**config.mk**
```make
export PLATFORM = sky130hd
export DESIGN_NAME = uhp_host_port
export DESIGN_NICKNAME = d
export VERILOG_FILES = /design/src/uhp_pkg.sv /design/src/uhp_sync.sv /design/src/uhp_host_port.sv
export VERILOG_INCLUDE_DIRS = /design/src
export SDC_FILE = /design/constraint.sdc
export NUM_CORES = 1
export LEC_CHECK = 0
export ABC_CLOCK_PERIOD_IN_PS = 1360
export BUFFER_PORTS_ARGS = -buffer_cell sky130_fd_sc_hd__buf_2
export CAP_MARGIN = 20
export CORE_UTILIZATION = 41
export CTS_CLUSTER_SIZE = 30
export DETAILED_ROUTE_END_ITERATION = 10
export GPL_TIMING_DRIVEN = 0
export MAX_ROUTING_LAYER = met4
export PLACE_DENSITY_LB_ADDON = 0.2
export SLEW_MARGIN = 20
export SYNTH_ARGS = -nofsm -noshare
export SYNTH_HDL_FRONTEND = slang
export SYNTH_SLANG_ARGS = --single-unit
```
**constraint.sdc**
```tcl
create_clock -name ref_clk_i -period 1.36 [get_ports ref_clk_i]
set_input_delay 0.136 -clock ref_clk_i [delete_from_list [all_inputs] [get_ports ref_clk_i]]
set_output_delay 0.136 -clock ref_clk_i [all_outputs]
set_load 0.05 [all_outputs]
```
**src/uhp_params.svh**
```systemverilog
// Constants for the host parallel port of the USB peripheral controller.
// Assumes inclusion by the package and the design modules only.
`ifndef UHP_PARAMS_SVH
`define UHP_PARAMS_SVH

`define UHP_DATA_W 8
`define UHP_SYNC_W 5
`define UHP_POR_TIME_NS 1000
`define UHP_CLK_PERIOD_NS 25
`define UHP_POR_CYCLES ((`UHP_POR_TIME_NS + `UHP_CLK_PERIOD_NS - 1) / `UHP_CLK_PERIOD_NS)
`define UHP_POR_CNT_W 6
`define UHP_SEL_CMD 1'b1
`define UHP_SEL_DATA 1'b0

`endif

```
**src/uhp_pkg.sv**
```systemverilog
// Types shared by the host parallel port modules.
// Assumes uhp_params.svh is on the include path.
`default_nettype none
`include "uhp_params.svh"

package uhp_pkg;

    // Synchronised host strobes, all active low except ale
    typedef struct packed {
        logic cs_n;
        logic rd_n;
        logic wr_n;
        logic grant_n;
        logic term_n;
        logic ale;
    } uhp_strobes_t;

    // One decoded access handed to the core
    typedef struct packed {
        logic is_cmd;
        logic is_write;
        logic [`UHP_DATA_W-1:0] data;
    } uhp_access_t;

    // Bus phase state
    typedef enum logic [2:0] {
        UHP_IDLE = 3'b001,
        UHP_RD = 3'b010,
        UHP_WR = 3'b100
    } uhp_state_t;

endpackage : uhp_pkg

`default_nettype wire

```
**src/uhp_sync.sv**
```systemverilog
// Three-stage synchroniser with agreement filter for one pin input.
// Assumes the input is asynchronous to ref_clk_i.
`timescale 1ns/100ps
`default_nettype none

module uhp_sync (
    // Clock and reset
    input wire logic ref_clk_i,
    input wire logic rstn_i,
    // Pin and filtered level
    input wire logic pin_i,
    input wire logic rst_val_i,
    output logic level_o
);
    logic s1;
    logic s2;
    logic s3;

    // Chain; only s2 reads s1
    always_ff @(posedge ref_clk_i or negedge rstn_i) begin
        if (!rstn_i) begin
            s1 <= 1'b1;
            s2 <= 1'b1;
            s3 <= 1'b1;
        end else begin
            s1 <= pin_i;
            s2 <= s1;
            s3 <= s2;
        end
    end

    // Change counts once stages two and three agree
    always_ff @(posedge ref_clk_i or negedge rstn_i) begin
        if (!rstn_i) begin
            level_o <= 1'b1;
        end else if (s2 == s3) begin
            level_o <= s2;
        end
    end

    logic unused;
    assign unused = rst_val_i;

endmodule : uhp_sync

`default_nettype wire

```
**src/uhp_host_port.sv**
```systemverilog
// Host-side parallel port: strobe decode, address latch, DMA termination, suspend and interrupt pins.
// Assumes an external microcontroller or DMA controller drives the strobes asynchronously.
`timescale 1ns/100ps
`default_nettype none
`include "uhp_params.svh"

module uhp_host_port
    import uhp_pkg::*;
(
    // Clock and reset
    input wire logic ref_clk_i,
    input wire logic rstn_i,
    // Host strobes
    input wire logic cs_low_i,
    input wire logic rd_low_i,
    input wire logic wr_low_i,
    input wire logic ale_i,
    input wire logic cmd_data_select_i,
    input wire logic mux_mode_i,
    // Data bus pins
    input wire logic [`UHP_DATA_W-1:0] data_i,
    output logic [`UHP_DATA_W-1:0] data_o,
    output logic data_oe_o,
    // DMA pins
    input wire logic dma_grant_low_i,
    input wire logic dma_term_low_i,
    // Core side
    input wire logic [`UHP_DATA_W-1:0] rd_data_i,
    input wire logic irq_i,
    input wire logic usb_suspend_i,
    input wire logic suspend_pin_i,
    output uhp_access_t acc_o,
    output logic acc_valid_o,
    output logic dma_done_o,
    output logic test_mode_o,
    // Status pins
    output logic int_low_o,
    output logic suspend_o,
    output logic suspend_oe_o
);
    uhp_strobes_t stb;
    uhp_state_t state;
    logic por_done;
    logic [`UHP_POR_CNT_W-1:0] por_cnt;
    logic ale_q;
    logic addr_latch;
    logic [`UHP_DATA_W-1:0] data_s;
    logic sel_s;
    logic cs_at_reset;
    logic core_rstn;
    logic susp_in_s;

    // Cycles of the power-on window before its last one
    localparam int POR_HOLD = `UHP_POR_CYCLES - 1;

    // Synchronise each asynchronous control pin
    uhp_sync u_cs (.ref_clk_i(ref_clk_i), .rstn_i(rstn_i), .pin_i(cs_low_i), .rst_val_i(1'b1), .level_o(stb.cs_n));
    uhp_sync u_rd (.ref_clk_i(ref_clk_i), .rstn_i(rstn_i), .pin_i(rd_low_i), .rst_val_i(1'b1), .level_o(stb.rd_n));
    uhp_sync u_wr (.ref_clk_i(ref_clk_i), .rstn_i(rstn_i), .pin_i(wr_low_i), .rst_val_i(1'b1), .level_o(stb.wr_n));
    uhp_sync u_gr (.ref_clk_i(ref_clk_i), .rstn_i(rstn_i), .pin_i(dma_grant_low_i), .rst_val_i(1'b1),
                   .level_o(stb.grant_n));
    uhp_sync u_tm (.ref_clk_i(ref_clk_i), .rstn_i(rstn_i), .pin_i(dma_term_low_i), .rst_val_i(1'b1),
                   .level_o(stb.term_n));
    uhp_sync u_al (.ref_clk_i(ref_clk_i), .rstn_i(rstn_i), .pin_i(ale_i), .rst_val_i(1'b1), .level_o(stb.ale));
    uhp_sync u_sl (.ref_clk_i(ref_clk_i), .rstn_i(rstn_i), .pin_i(cmd_data_select_i), .rst_val_i(1'b1),
                   .level_o(sel_s));
    uhp_sync u_sp (.ref_clk_i(ref_clk_i), .rstn_i(rstn_i), .pin_i(suspend_pin_i), .rst_val_i(1'b1),
                   .level_o(susp_in_s));

    // Data sampled every cycle through one register
    always_ff @(posedge ref_clk_i or negedge rstn_i) begin
        if (!rstn_i) begin
            data_s <= '0;
        end else begin
            data_s <= data_i;
        end
    end

    // Power-on reset counter; started only by a release of the reset pin
    always_ff @(posedge ref_clk_i or negedge rstn_i) begin
        if (!rstn_i) begin
            por_cnt <= '0;
            por_done <= 1'b0;
        end else if (!por_done) begin
            por_cnt <= por_cnt + `UHP_POR_CNT_W'(1);
            por_done <= (por_cnt == `UHP_POR_CNT_W'(`UHP_POR_CYCLES - 1));
        end
    end
    assign core_rstn = rstn_i & por_done;

    // Catch chip select low in any but the last cycle of the power-on window for test-mode entry
    always_ff @(posedge ref_clk_i or negedge rstn_i) begin
        if (!rstn_i) begin
            cs_at_reset <= 1'b0;
            test_mode_o <= 1'b0;
        end else if (!por_done) begin
            cs_at_reset <= cs_at_reset | ~stb.cs_n;
            test_mode_o <= cs_at_reset;
        end
    end

    // Address latch on falling edge of ALE in multiplexed mode
    always_ff @(posedge ref_clk_i or negedge core_rstn) begin
        if (!core_rstn) begin
            ale_q <= 1'b0;
            addr_latch <= `UHP_SEL_DATA;
        end else begin
            ale_q <= stb.ale;
            if (mux_mode_i && ale_q && !stb.ale) begin
                addr_latch <= data_s[0];
            end
        end
    end

    // Access state machine on active-low strobes
    always_ff @(posedge ref_clk_i or negedge core_rstn) begin
        if (!core_rstn) begin
            state <= UHP_IDLE;
            acc_valid_o <= 1'b0;
            acc_o <= '0;
        end else begin
            acc_valid_o <= 1'b0;
            case (state)
                UHP_IDLE: begin
                    if (!stb.cs_n && !stb.rd_n) begin
                        state <= UHP_RD;
                        acc_valid_o <= 1'b1;
                        acc_o.is_write <= 1'b0;
                        acc_o.is_cmd <= mux_mode_i ? addr_latch : sel_s;
                        acc_o.data <= '0;
                    end else if (!stb.cs_n && !stb.wr_n) begin
                        state <= UHP_WR;
                    end
                end
                UHP_RD: begin
                    if (stb.rd_n) begin
                        state <= UHP_IDLE;
                    end
                end
                UHP_WR: begin
                    if (stb.wr_n) begin
                        state <= UHP_IDLE;
                        acc_valid_o <= 1'b1;
                        acc_o.is_write <= 1'b1;
                        acc_o.is_cmd <= mux_mode_i ? addr_latch : sel_s;
                        acc_o.data <= data_s;
                    end
                end
                default: begin
                    state <= UHP_IDLE;
                end
            endcase
        end
    end

    // Drive data bus only during a selected read
    always_ff @(posedge ref_clk_i or negedge core_rstn) begin
        if (!core_rstn) begin
            data_o <= '0;
            data_oe_o <= 1'b0;
        end else begin
            data_oe_o <= !stb.cs_n && !stb.rd_n;
            data_o <= rd_data_i;
        end
    end

    // Termination qualified by grant and a strobe
    always_ff @(posedge ref_clk_i or negedge core_rstn) begin
        if (!core_rstn) begin
            dma_done_o <= 1'b0;
        end else begin
            dma_done_o <= !stb.term_n && !stb.grant_n && (!stb.rd_n || !stb.wr_n);
        end
    end

    // Interrupt and suspend pins
    always_ff @(posedge ref_clk_i or negedge core_rstn) begin
        if (!core_rstn) begin
            int_low_o <= 1'b1;
            suspend_o <= 1'b0;
            suspend_oe_o <= 1'b0;
        end else begin
            int_low_o <= ~irq_i;
            suspend_o <= 1'b1;
            suspend_oe_o <= usb_suspend_i;
        end
    end

    logic unused;
    assign unused = susp_in_s;

    // Termination pulse only with grant and strobe
    AST_TERM_QUAL: assert property (@(posedge ref_clk_i) disable iff (!core_rstn)
        dma_done_o |-> $past(!stb.grant_n && (!stb.rd_n || !stb.wr_n)))
        else $error("termination accepted without grant and strobe");
    AST_TERM_IGN: assert property (@(posedge ref_clk_i) disable iff (!core_rstn)
        $past(stb.grant_n) |-> !dma_done_o)
        else $error("termination accepted without grant");
    // Kind of each access, checked at read decode and at write completion
    AST_SEL_CMD: assert property (@(posedge ref_clk_i) disable iff (!core_rstn)
        (!mux_mode_i && ((state == UHP_IDLE && !stb.cs_n && !stb.rd_n) || (state == UHP_WR && stb.wr_n)))
        |=> (acc_o.is_cmd == $past(sel_s)))
        else $error("select bit not honoured");
    AST_MUX_IGN: assert property (@(posedge ref_clk_i) disable iff (!core_rstn)
        (mux_mode_i && ((state == UHP_IDLE && !stb.cs_n && !stb.rd_n) || (state == UHP_WR && stb.wr_n)))
        |=> (acc_o.is_cmd == $past(addr_latch)))
        else $error("select bit used in multiplexed mode");
    // Power-on window runs its full length after every reset release
    AST_POR: assert property (@(posedge ref_clk_i) disable iff (!rstn_i)
        $rose(rstn_i) |-> !por_done ##POR_HOLD !por_done ##1 por_done)
        else $error("power-on window has the wrong length");
    // Pins follow the core, and the bus enable the read strobes, one cycle later, once the core has left reset
    AST_SUSP: assert property (@(posedge ref_clk_i) disable iff (!core_rstn)
        (usb_suspend_i && $past(core_rstn)) |=> suspend_oe_o)
        else $error("suspend not shown");
    AST_INT: assert property (@(posedge ref_clk_i) disable iff (!core_rstn)
        (irq_i && $past(core_rstn)) |=> !int_low_o)
        else $error("interrupt not driven low");
    AST_RD_OE: assert property (@(posedge ref_clk_i) disable iff (!core_rstn)
        data_oe_o |-> $past(!stb.cs_n && !stb.rd_n))
        else $error("bus driven outside read");

endmodule : uhp_host_port

`default_nettype wire

```
==> impl_metrics.json <==
{
  "grt_pass1_vias": 1492,
  "dieHeight_um": 78.25,
  "worst_ep_arrival_time_ps": 1820,
  "core_mm2": 0.005540,
  "synthSimpleGateAreaFrac": 0.06247,
  "ys_seq_elements": 74,
  "fin_crit_sh": 1.178,
  "hold_class": "in -> async",
  "synth_seq_area_share": 0.7927,
  "cts-root-buf": "clkbuf_8",
  "grt_max_degree": 47,
  "drt-initial-drc-count": 34,
  "worstSkewPairLatency_ps": 330,
  "grt_pass1_wl_um": 6879,
  "synth.avg_cell_area_um2": 17.27,
  "area_growth_pct": 36.17,
  "maxClockFrequency_mhz": 624.3,
  "final_cells": 313,
  "pre_cts_ws_ps": -307.8,
  "cp-start-kind": "flip-flop",
  "overflow": 0,
  "busiest_layer": "met2",
  "detail-route-antenna-nets": 0,
  "synth_xor_xnor_area_share": 0.01837,
  "synthAdderAreaFrac": 0.03465,
  "netlist_area_mm2": 0.002384,
  "antenna_found_initial": 0,
  "grtUsageMet1": 0.1823,
  "cts_tree": "yes",
  "syn-num-nets": 168,
  "ios": 54,
  "route.detailed.drc": 0,
  "cts_buffers": 9,
  "synth_top_area_share": 0.4619,
  "powerDensity_mw_per_mm2": 1466,
  "maxSlewViolCount": 0,
  "dp_cells": 262,
  "setup_ws_ps": -241.9,
  "grt_usage": 0.1602,
  "ctsHtreeMaxLevel": 3,
  "stdcell_area_mm2": 0.003246,
  "ys_types": 35,
  "path_class": "reg -> reg",
  "wl_per_cell_um": 13.70,
  "vdd_drop_max_mv": 0.6648,
  "place_congestion": 0.7137,
  "dpl_cell_area_mm2": 0.002749,
  "slew_headroom": 0.4543,
  "clkTransAtPathRegs_ps": 70,
  "final_cell_mix": "buf_2 (51), dfrtp_1 (44), dfstp_2 (30), dlygate4sd3_1 (26), buf_4 (10)",
  "yosys.area.top_type": "dfrtp_1",
  "syn_inst": 138,
  "grtUsageMet3": 0.06047,
  "viasPerCell": 4.505,
  "synth-warning-count": 0,
  "die_w_um": 78.25,
  "status": "finished with violations",
  "diodes": 0,
  "firstDrtPassIters": 2,
  "numPortBuffers": 52,
  "finalHoldViolations": 0,
  "die_area_mm2": 0.006122,
  "rsz0062_at_grt": "true",
  "clock_path_buffers": 2,
  "clock_skew_ps": 6.597,
  "tightest_slew_ps": 815.9,
  "violations": "negative setup slack",
  "period_needed_ps": 1602,
  "synth.top_cells.by_area": "dfrtp_1 (46%), dfstp_2 (33%), maj3_1 (2.9%)",
  "drive_above_1_share": 0.4730,
  "vias": 1410,
  "use_met2": 0.2526,
  "synthMuxAreaShare": 0.03150,
  "rows": 27,
  "crit_required_ps": 1580,
  "initial_core_util": 0.4302,
  "critPathMaxFanout": 7,
  "nNetsFinal": 266,
  "finalSetupViolCount": 12,
  "cap_viol_max_count": 0,
  "p_leak_nw": 1.480,
  "end_kind": "flip-flop",
  "clock_sinks": 74,
  "dpl.hpwl_um": 2671,
  "synth_top_family_by_area": "simple AND/OR/NAND/NOR gates",
  "final_common_cell": "buf_2",
  "hold_slack_ps": 40.87,
  "power_w": 0.004757,
  "routed_wl_um": 4287,
  "synth_compound_area_frac": 0.04409
}
==> per-stage QoR <==
stage / TNS [ps] / util
after global placement: -8893 / 0.4962
final: -1801 / 0.5858
after detailed placement: -11120 / 0.4962
after global routing: -4887 / 0.5858
after floorplan: -898.4 / -
after CTS: -2240 / 0.5779
==> critical path, stage by stage (launching register included) <==
cell     delay [ps]
dfstp_2         560
or4b_4          460
a21o_4          250
a22o_1          210
==> cell families after synthesis <==
kind of cell               Yosys count
other                                1
AOI/OAI and AO/OA                   13
DFF                                 74
buffers and inverters                7
adders and majority gates            8
muxes                                7
and+or+nand+nor                     23
xor gates and xnor gates             5
==> where the power goes <==
part           internal (W)  switching (W)  total, W  leakage (nW)
clock network      0.000664       0.000681   0.00134        0.0757
registers           0.00243       0.000115   0.00255         0.850
logic              0.000335       0.000528  0.000863         0.554
total               0.00343        0.00132   0.00476          1.48
==> what timing repair did <==
action | CTS | global route
hold endpoints to repair | 42 | 17
pin swaps | 1 | 1
setup buffers | 5 | 4
hold buffers | 25 | 1
gates resized for setup | 5 | 2
endpoints found under the setup margin | 12 | 41
==> final timing paths <==
check | slack, ps | startpoint | to | depth (start not counted)
min in group ref_clk_i | 220 | mux_mode_i | acc_o[9]$_DFFE_PN0P_ | 3
min reg2reg | 360 | u_tm.s1$_DFF_PN1_ | u_tm.s2$_DFF_PN1_ | 0
max reg2reg | -240 | state[0]$_DFFE_PN1P_ | acc_o[1]$_DFFE_PN0P_ | 3
max in group asynchronous | 60 | rstn_i | data_s[6]$_DFF_PN0_ | 2
max | -240 | state[0]$_DFFE_PN1P_ | acc_o[1]$_DFFE_PN0P_ | 3
min | 40 | rstn_i | u_rd.s2$_DFF_PN1_ | 1
==> routing by layer <==
layer  up-vias  wire length (um)
li1        669                 -
met1       693              1877
met2        43              2126
met3         5               234
met4         0                48
met5         -                 0
==> cell type report <==
type	count	area, um^2
Clock inverter	1	5.005
Sequential cell	74	1889
Fill cell	453	2295
Tap cell	72	90.09
Clock buffer	15	146.4
Buffer	3	22.52
Multi-Input combinational cell	57	486.7
Timing Repair Buffer	87	590.6
Inverter	4	15.01
==> Yosys cell counts, drive strengths merged <==
cell type  count
or3b           1
and2           1
nand2          1
mux2           4
mux2i          3
a41o           1
inv            4
dfrtp         44
buf            2
xor2           1
a211oi         2
o21bai         1
and4b          1
nor3           4
clkbuf         1
conb           1
xnor2          4
nand2b         2
dfstp         30
o22ai          1
nor4bb         2
o32a           1
nand3          1
a21o           1
nor4b          1
ha             1
nand3b         1
or4b           1
a21oi          1
nor2           6
maj3           7
a22o           5
nand4b         1
==> flip-flops by register name, summed over array words and instances (netlist names), 3 cells and up <==
signal   cells
state        3
data_o       8
acc_o       10
data_s       8
por_cnt      6
Power figures use the tool's default switching activity.
